[src/tos_pkg.sv]
// constants shared by the one-shot / time-stamp timer block
package tos_pkg;
    // ****************************************************************
    // register indices (avalon word address)
    // ****************************************************************
    localparam logic [6:0] IDX_CTRL   = 7'h00;
    localparam logic [6:0] IDX_SET    = 7'h01;
    localparam logic [6:0] IDX_CLR    = 7'h02;
    localparam logic [6:0] IDX_STATUS = 7'h03;
    localparam logic [6:0] IDX_IFLAG  = 7'h04;
    localparam logic [6:0] IDX_ICLR   = 7'h05;
    localparam logic [6:0] IDX_IEN    = 7'h06;
    localparam logic [6:0] IDX_COUNT  = 7'h07;
    localparam logic [6:0] IDX_CC0    = 7'h08;
    localparam logic [6:0] IDX_PER    = 7'h1a;
    localparam logic [6:0] IDX_CCBUF0 = 7'h30;
    localparam logic [6:0] COMPARE_BUFFER_STEP = 7'h04;
    // ****************************************************************
    // field positions
    // ****************************************************************
    localparam int CTRL_EN     = 0;
    localparam int CTRL_ACT_LO = 1;
    localparam int B_SINGLE    = 0;
    localparam int B_LOCK      = 1;
    localparam int B_CMD_LO    = 5;
    localparam int ST_HALT     = 0;
    localparam int ST_SINGLE   = 1;
    localparam int ST_LOCK     = 2;
    localparam int F_OVF       = 0;
    localparam int F_ERR       = 1;
    localparam int F_MC_LO     = 2;
    // ****************************************************************
    // codes, reset values, timing
    // ****************************************************************
    localparam logic [2:0]  ACT_STAMP   = 3'h5;
    localparam logic [2:0]  CMD_RETRIG  = 3'h1;
    localparam logic [2:0]  CMD_UPDATE  = 3'h3;
    localparam logic [31:0] PER_RESET   = 32'h0fffffff;
    localparam logic [31:0] COMPARE_BUFFER_RESET = 32'h00000000;
    localparam logic [31:0] COUNT_MAX   = 32'hffffffff;
    localparam int          SYNC_CYCLES = 2;
endpackage

[src/tos_sync_if.sv]
// write-synchronizer handshake between the timer and its synchronizer
`timescale 1ns/10ps
interface tos_sync_if;
    logic req;   // held by the timer until done
    logic done;  // one-cycle pulse, write may take effect
    modport src (output req, input done);
    modport dst (input req, output done);
endinterface

[src/tos_wr_sync.sv]
// synchronizer delay for period and compare buffer writes
`timescale 1ns/10ps
module tos_wr_sync #(
    parameter int STAGES = tos_pkg::SYNC_CYCLES
) (
    // clock and reset
    input  wire logic   clk,
    input  wire logic   rst_n,
    // handshake
    tos_sync_if.dst     sync
);
    logic [3:0] cnt_q;
    logic       busy_q;
    logic       done_q;

    // a new write starts only once the previous done pulse has passed
    always_ff @(posedge clk or negedge rst_n) begin
        if (!rst_n) begin
            cnt_q  <= 4'h0;
            busy_q <= 1'b0;
            done_q <= 1'b0;
        end else if (busy_q) begin
            cnt_q  <= cnt_q + 4'h1;
            done_q <= (cnt_q == 4'(STAGES - 1));
            busy_q <= (cnt_q != 4'(STAGES - 1));
        end else begin
            cnt_q  <= 4'h1;
            done_q <= 1'b0;
            busy_q <= sync.req && !done_q;
        end
    end

    assign sync.done = done_q;
endmodule // tos_wr_sync

[src/tos_timer.sv]
// 32-bit timer with one-shot, time-stamp capture and buffered updates
// Operation
// - capture while channel flag set is dropped, old value kept, fault flag set
// - single-run counter halts at its first overflow
// - on halt, halted flag set and waveform outputs forced low
// - write one to set bit enables single-run, clear bit disables it
// - halted counter restarts on retrigger command, retrigger or start event
// - halted flag clears automatically when counting resumes
// - time-stamp capture works only while event action selects stamp
// - capture event copies the counter into that channel's capture value
// - capture on an overflow stores the counter maximum instead
// - channel flag set whenever a valid captured value is held
// - period takes the shadow value on every update condition
// - valid compare buffer moves into compare on update while unlocked, command 0x3 too
// - one 32-bit compare buffer per channel, four word addresses apart
`timescale 1ns/10ps
module tos_timer #(
    parameter int CH = 2
) (
    // clock and reset
    input  wire logic          clk,
    input  wire logic          reset_n,
    // avalon-mm slave
    input  wire logic [6:0]    address,
    input  wire logic          read,
    input  wire logic          write,
    input  wire logic [31:0]   writedata,
    output logic [31:0]        readdata,
    output logic               waitrequest,
    // event system
    input  wire logic [CH-1:0] capture_evt,
    input  wire logic          retrigger_evt,
    input  wire logic          start_evt,
    // pins and interrupt
    output logic [CH-1:0]      wave_out,
    output logic               irq
);
    // ****************************************************************
    // reset release
    // ****************************************************************
    logic [1:0] rst_q;
    logic       rst_n;

    // the release is synchronized, the assertion stays asynchronous
    always_ff @(posedge clk or negedge reset_n) begin
        if (!reset_n) begin
            rst_q <= 2'b00;
        end else begin
            rst_q <= {rst_q[0], 1'b1};
        end
    end
    assign rst_n = rst_q[1];

    // ****************************************************************
    // state
    // ****************************************************************
    logic [31:0]        count_q, per_q, cycle_length_shadow_q;
    logic [31:0]        cc_q  [CH];
    logic [31:0]        ccb_q [CH];
    logic [CH-1:0]      ccb_vld_q, mc_q, cap_ok, cap_bad;
    logic               en_q, single_q, lock_q, halt_q, err_q, ovf_fl_q;
    logic [2:0]         act_q;
    logic [CH+1:0]      ien_q, flags;
    logic               rd_ack_q;
    logic [31:0]        rdata_q;
    logic [CH-1:0]      wave_q;

    // ****************************************************************
    // bus decode
    // ****************************************************************
    tos_sync_if sync ();

    logic        is_per, sync_sel, wr_acc, rd_acc;
    logic [CH-1:0] is_ccb;
    logic [2:0]  cmd;

    // per-channel compare buffer decode at base plus step
    for (genvar i = 0; i < CH; i++) begin : g_dec
        assign is_ccb[i] = address == tos_pkg::IDX_CCBUF0
                           + 7'(i) * tos_pkg::COMPARE_BUFFER_STEP;
    end

    assign is_per      = address == tos_pkg::IDX_PER;
    assign sync_sel    = is_per || (|is_ccb);
    assign sync.req    = write && sync_sel;
    // buffered writes stall until the synchronizer is through
    assign waitrequest = (read && !rd_ack_q)
                         || (sync.req && !sync.done);
    assign wr_acc      = write && !waitrequest;
    assign rd_acc      = read && rd_ack_q;
    assign cmd         = (wr_acc && address == tos_pkg::IDX_SET)
                         ? writedata[tos_pkg::B_CMD_LO +: 3] : 3'h0;

    tos_wr_sync #(
        .STAGES (tos_pkg::SYNC_CYCLES)
    ) u_sync (
        .clk    (clk),
        .rst_n  (rst_n),
        .sync   (sync)
    );

    // ****************************************************************
    // counter core
    // ****************************************************************
    logic running, ovf, restart, upd, halt_d, stamp;

    assign running = en_q && !halt_q;
    assign ovf     = running && count_q == per_q;
    assign restart = start_evt || retrigger_evt
                     || cmd == tos_pkg::CMD_RETRIG;
    assign upd     = ovf || cmd == tos_pkg::CMD_UPDATE;
    assign stamp   = act_q == tos_pkg::ACT_STAMP;
    // a restart in the same cycle as the halt wins, so no pulse is lost
    assign halt_d  = restart ? 1'b0
                   : (ovf && single_q) ? 1'b1 : halt_q;

    // counting wraps at the period
    always_ff @(posedge clk or negedge rst_n) begin
        if (!rst_n) begin
            count_q <= 32'h0;
        end else if (restart) begin
            count_q <= 32'h0;
        end else if (running) begin
            count_q <= ovf ? 32'h0 : count_q + 32'h1;
        end
    end

    // halted state
    always_ff @(posedge clk or negedge rst_n) begin
        if (!rst_n) begin
            halt_q <= 1'b0;
        end else begin
            halt_q <= halt_d;
        end
    end

    // period and its shadow; shadow written only after synchronization
    always_ff @(posedge clk or negedge rst_n) begin
        if (!rst_n) begin
            cycle_length_shadow_q <= tos_pkg::PER_RESET;
            per_q    <= tos_pkg::PER_RESET;
        end else begin
            if (wr_acc && is_per) begin
                cycle_length_shadow_q <= writedata;
            end
            if (upd) begin
                per_q <= cycle_length_shadow_q;
            end
        end
    end

    // ****************************************************************
    // control registers
    // ****************************************************************
    always_ff @(posedge clk or negedge rst_n) begin
        if (!rst_n) begin
            en_q     <= 1'b0;
            act_q    <= 3'h0;
            single_q <= 1'b0;
            lock_q   <= 1'b0;
            ien_q    <= '0;
        end else if (wr_acc) begin
            if (address == tos_pkg::IDX_CTRL) begin
                en_q  <= writedata[tos_pkg::CTRL_EN];
                act_q <= writedata[tos_pkg::CTRL_ACT_LO +: 3];
            end
            // zeros leave the settings alone
            if (address == tos_pkg::IDX_SET) begin
                if (writedata[tos_pkg::B_SINGLE]) single_q <= 1'b1;
                if (writedata[tos_pkg::B_LOCK])   lock_q   <= 1'b1;
            end
            if (address == tos_pkg::IDX_CLR) begin
                if (writedata[tos_pkg::B_SINGLE]) single_q <= 1'b0;
                if (writedata[tos_pkg::B_LOCK])   lock_q   <= 1'b0;
            end
            if (address == tos_pkg::IDX_IEN) begin
                ien_q <= writedata[CH+1:0];
            end
        end
    end

    // ****************************************************************
    // channels: capture, buffer, flags
    // ****************************************************************
    logic [CH-1:0] cc_rd, clr_mc;
    logic          clr_err;

    assign clr_err = (wr_acc && address == tos_pkg::IDX_ICLR
                      && writedata[tos_pkg::F_ERR]) || (|cc_rd);

    for (genvar i = 0; i < CH; i++) begin : g_ch
        assign cc_rd[i]   = rd_acc && address == tos_pkg::IDX_CC0 + 7'(i);
        assign clr_mc[i]  = cc_rd[i] || (wr_acc
                            && address == tos_pkg::IDX_ICLR
                            && writedata[tos_pkg::F_MC_LO + i]);
        assign cap_ok[i]  = stamp && capture_evt[i] && !mc_q[i];
        assign cap_bad[i] = stamp && capture_evt[i] && mc_q[i];

        // capture beats buffered update when both land together
        always_ff @(posedge clk or negedge rst_n) begin
            if (!rst_n) begin
                cc_q[i] <= 32'h0;
            end else if (cap_ok[i]) begin
                cc_q[i] <= ovf ? tos_pkg::COUNT_MAX
                               : count_q;
            end else if (upd && ccb_vld_q[i] && !lock_q) begin
                cc_q[i] <= ccb_q[i];
            end
        end

        // buffer and its valid flag
        always_ff @(posedge clk or negedge rst_n) begin
            if (!rst_n) begin
                ccb_q[i]     <= tos_pkg::COMPARE_BUFFER_RESET;
                ccb_vld_q[i] <= 1'b0;
            end else if (wr_acc && is_ccb[i]) begin
                ccb_q[i]     <= writedata;
                ccb_vld_q[i] <= 1'b1;
            end else if (upd && !lock_q) begin
                ccb_vld_q[i] <= 1'b0;
            end
        end

        // capture flag: a new capture wins over a clear
        always_ff @(posedge clk or negedge rst_n) begin
            if (!rst_n) begin
                mc_q[i] <= 1'b0;
            end else if (cap_ok[i]) begin
                mc_q[i] <= 1'b1;
            end else if (clr_mc[i]) begin
                mc_q[i] <= 1'b0;
            end
        end

        // compare waveform, zero while halted
        always_ff @(posedge clk or negedge rst_n) begin
            if (!rst_n) begin
                wave_q[i] <= 1'b0;
            end else begin
                wave_q[i] <= !halt_d && en_q && count_q < cc_q[i];
            end
        end
    end

    // fault and overflow flags, set wins over clear
    always_ff @(posedge clk or negedge rst_n) begin
        if (!rst_n) begin
            err_q    <= 1'b0;
            ovf_fl_q <= 1'b0;
        end else begin
            if (|cap_bad) begin
                err_q <= 1'b1;
            end else if (clr_err) begin
                err_q <= 1'b0;
            end
            if (ovf) begin
                ovf_fl_q <= 1'b1;
            end else if (wr_acc && address == tos_pkg::IDX_ICLR
                         && writedata[tos_pkg::F_OVF]) begin
                ovf_fl_q <= 1'b0;
            end
        end
    end

    assign flags    = {mc_q, err_q, ovf_fl_q};
    assign wave_out = wave_q;
    assign irq      = |(flags & ien_q);

    // ****************************************************************
    // read path: one wait cycle, data from a flop
    // ****************************************************************
    logic [31:0] rmux;

    always_comb begin
        rmux = 32'h0;
        unique case (address)
            tos_pkg::IDX_CTRL:   rmux = {28'h0, act_q, en_q};
            tos_pkg::IDX_STATUS: rmux = {29'h0, lock_q, single_q, halt_q};
            tos_pkg::IDX_IFLAG:  rmux = 32'(flags);
            tos_pkg::IDX_IEN:    rmux = 32'(ien_q);
            tos_pkg::IDX_COUNT:  rmux = count_q;
            tos_pkg::IDX_PER:    rmux = per_q;
            default: begin
                for (int i = 0; i < CH; i++) begin
                    if (address == tos_pkg::IDX_CC0 + 7'(i)) rmux = cc_q[i];
                    if (is_ccb[i]) rmux = ccb_q[i];
                end
            end
        endcase
    end

    // the data flop loads in the wait cycle and stands at acceptance
    always_ff @(posedge clk or negedge rst_n) begin
        if (!rst_n) begin
            rd_ack_q <= 1'b0;
            rdata_q  <= 32'h0;
        end else begin
            rd_ack_q <= read && !rd_ack_q;
            if (read && !rd_ack_q) begin
                rdata_q <= rmux;
            end
        end
    end
    assign readdata = rdata_q;
endmodule // tos_timer

[config.mk]
export PLATFORM = sky130hd
export DESIGN_NAME = tos_timer
export DESIGN_NICKNAME = d
export VERILOG_FILES = /design/src/tos_pkg.sv /design/src/tos_sync_if.sv /design/src/tos_wr_sync.sv /design/src/tos_timer.sv
export SDC_FILE = /design/constraint.sdc
export NUM_CORES = 1
export LEC_CHECK = 0
export BUFFER_PORTS_ARGS = -buffer_cell sky130_fd_sc_hd__buf_2
export CAP_MARGIN = 20
export CORE_MARGIN = 10
export CORE_UTILIZATION = 56
export DETAILED_ROUTE_END_ITERATION = 7
export PLACE_DENSITY = 0.83
export SYNTH_ARGS = -nofsm -noshare
export SYNTH_HDL_FRONTEND = slang
export SYNTH_HIERARCHICAL = 1
export SYNTH_SLANG_ARGS = --single-unit
[constraint.sdc]
create_clock -name clk -period 8.4 [get_ports clk]
set_input_delay 2.1 -clock clk [delete_from_list [all_inputs] [get_ports clk]]
set_output_delay 2.1 -clock clk [all_outputs]
set_load 0.03 [all_outputs]
==> metrics.md <==
| Metric | Value |
|---|---|
| Die area | 32,670 sq um |
| Worst r2r src | count_q[8] |
| Yosys top cell area share | 39.42% |
| Synthesized area per cell | 10.29 sq um |
| Routed WL | 42,490 um |
| Post-route clock period utilization | 71.73% |
| Placed cells | 1,755 |
| Pin count of the biggest net entering global routing | 151 |
| Endpoints failing setup | 0 |
| Maximum fanout along the worst path | 35 |
| Area growth from synthesis to layout | 12.60% |
| # DRC | 5 |
| GRT overflow | 0 |
| Mapped Cells | 1,407 |
| Boundary pin count | 83 |
| Final Skew | 0.01327 ns |
| GRT Total Usage | 25.19% |
| Clock share of power | 43.7% |
| Reg2Reg Depth | 9 |
| FFs w/ async S/R, synth | 100.0% |
| Post-layout util | 64.35% |
| Pleak | 7.892 nW |
| Final HPWL DP | 27,150 um |
| Die height | 180.8 um |
| Post-synth EDFFs | 0 |
| CP Data Arrival Time | 3.93 ns |
| Endpoints failing hold | 0 |
| Worst skew pair latency | 0.57 ns |
| Flop2flop setup slack | 4.46 ns |
| Fin nets | 1,570 |
| Hold_sp | rst_q[0] |
| Global-route wire length before repair | 67,650 um |
| Max-slew violation count | 0 |
| Clk Tree Root Cell | clkbuf_16 |
| Final ANT Viol Nets | 0 |
| Post-Syn Nets | 1,519 |
| Syn Std Cell Area | 14,470 sq um |
| Initial antenna violation count | 0 |
| Number of port buffers | 82 |
| First DRT Iteration DRCs | 1,939 |
| Clock Sinks | 284 |
| Syn. warnings | 6 |
| Diodes inserted | 0 |
| Top FF cell, synth | dfrtp_1 |
| Vias after detailed routing | 11,870 |
| CTS Buffer Depth | 3 |
| Vias in the first global route | 12,270 |
| Core ar. | 25,330 sq um |
| Max Cap Violations | 0 |
| Critical path required time | 6.30 ns |
| Slew margin rel. | 28.42% |
| Yosys cell types | 58 |
| Die span in x | 180.8 um |
| Worst Hold Class | reg2reg |
| Most common cell in the netlist | dfrtp_1 |
| Startpoint Class | input port |
| H-Tree Level Count | 1 |
| DR pass1 iterations | 8 |
| Maximum VDD drop | 201.5 uV |
| Critical R2R Capture | cc_q[4] |
| Setup TNS | 0 ns |
| Worst-path clk slew | 0.06 ns |
| Outcome | finished with violations |
| CTS buffer count | 30 |
| Internal | 2.532 mW |
| Most frequent cells after synthesis | dfrtp_1, inv_1, nand2_1, o21ai_0, a222oi_1 |
| Sw Share | 25.33% |
| Post-synth top area cell | dfrtp_1 |
| CTS resizes | 0 |
| Seq/Total Area, Yosys | 49.59% |
| Post-CTS Setup Bufs | 0 |
| Layout Cells excl Fill | 1,812 |
| Initial core utilization | 57.14% |
| Crit path capture type | output port |
| Synth top area cells | dfrtp_1, dfstp_2, a222oi_1, ha_1, mux2_2 |
| Routed WL per cell | 23.45 um |
| Crit path kind | in2out |
| Hold Crit Depth | 0 |
| Final GP Congestion | 0.9207 |
| RSZ-0062 raised after global routing | false |
| Fmax | 166.0 MHz |
| Register bit total from synthesis | 284 |
| Net Sw Power | 0.8591 mW |
| Vias per inst | 6.550 |
| Layout cells sized above 1 | 20.45% |
| Failing checks | design-rule violations |
| Hold endpoint | rst_q[1] |
| Cell Pwr Density | 208.1 nW/um^2 |
| Comb power frac | 10.2% |
| CTS Hold Bufs | 0 |
| Sequential share of power | 46.1% |
| Cell Rows | 58 |
| Minimum clock period | 6.025 ns |
| CTS tree | yes |
| Worst-Margin Slew | 1.071 ns |
==> placed cells by master, fill, tap and decap left out, types with 7 or more instances in the layout <==
cell type  instances
dfstp_2           56
inv_1            166
a222oi_1         104
nor4_1            18
mux2i_1            7
mux2_2            72
buf_4             19
a31oi_1           16
o21ai_0          106
buf_2             82
xor2_1            28
ha_1              65
clkbuf_16         31
nand4_1           22
nor2_1            79
nand3_1           14
and3_1            10
dfrtp_1          227
nand2_1          115
a21o_1            18
xnor2_1           30
clkinv_2           8
a221oi_1          20
nor3_1             9
clkbuf_8           8
a21oi_1           43
nand2b_1          10
nor2b_1            8
a22oi_1           12
==> power by group through the flow <==
stage	Clock, mW	Combinational (mW)	Sequential (mW)
floorplan	0	0.189	1.60
global placement	0	0.330	1.58
detailed placement	0	0.340	1.58
CTS	1.49	0.343	1.56
global route	1.55	0.376	1.57
finish	1.48	0.347	1.56
==> per-layer routing <==
metal / vias to the layer above / part of all wire [%] / track usage [%] / wire length, um
met5: - / 0 / 0 / 0
met4: 0 / 4.3 / 10.53 / 1817
met3: 159 / 9.8 / 4.955 / 4185
met2: 692 / 47 / 41.30 / 19880
met1: 5822 / 39 / 31.92 / 16610
li1: 5195 / - / - / -
==> worst max path at each step <==
stage | from | end | slack (ns) | cells after the start
after floorplan | address[0] | waitrequest | 2.41 | 6
after global placement | address[0] | waitrequest | 2.43 | 7
after detailed placement | address[0] | waitrequest | 2.41 | 7
after CTS | address[0] | waitrequest | 2.40 | 7
after global routing | address[0] | waitrequest | 2.21 | 7
final | address[0] | waitrequest | 2.37 | 7
==> kinds of logic (layout without fill, tap and decap cells) <==
group | count (synthesis) | in the layout | share of synthesized area, %
compound gates | 345 | 345 | 17.41
simple gates | 325 | 325 | 10.85
flops | 284 | 284 | 49.59
buf+inv | 250 | 325 | 6.908
mux | 79 | 79 | 6.086
fa+ha+maj | 65 | 65 | 5.619
xor+xnor | 58 | 58 | 3.510
other cells | 1 | 1 | 0.02591
==> layout make-up <==
type | count | area (sq um)
Timing Repair Buffer | 103 | 600.6
Sequential cell | 284 | 7181
Fill cell | 1967 | 9030
Inverter | 166 | 623.1
Clock buffer | 42 | 897.1
Multi-Input combinational cell | 873 | 6362
Tap cell | 330 | 412.9
Clock inverter | 14 | 220.2
==> critical path: stages <==
cell and delay (ns):
buf_2 0.21, nor4bb_1 0.38, and3_1 0.20, buf_4 0.46
o21ai_0 0.18, o21ai_0 0.16, buf_2 0.22
==> state kept, by name (all words and copies together), names as in the netlist, 2 cells and up, named ones only <==
register / flops
per_q: 32
ccb_vld_q: 2
wave_out: 2
cc_q: 64
rst_q: 2
cycle_length_shadow_q: 32
u_sync/cnt_q: 4
ccb_q: 64
flags: 2
act_q: 3
count_q: 32
ien_q: 4
readdata: 32
==> stage by stage <==
step / instance area, sq um / hold WS [ns] / setup WS, ns / power [mW]
floorplan: 14470 / 0.3311 / 2.405 / 1.787
finish: 16300 / 0.3563 / 2.375 / 3.391
global placement: 15150 / 0.3379 / 2.431 / 1.905
global route: 16300 / 0.3625 / 2.214 / 3.501
CTS: 16270 / 0.3630 / 2.405 / 3.392
detailed placement: 15150 / 0.3509 / 2.409 / 1.922
Power figures use the tool's default switching activity.
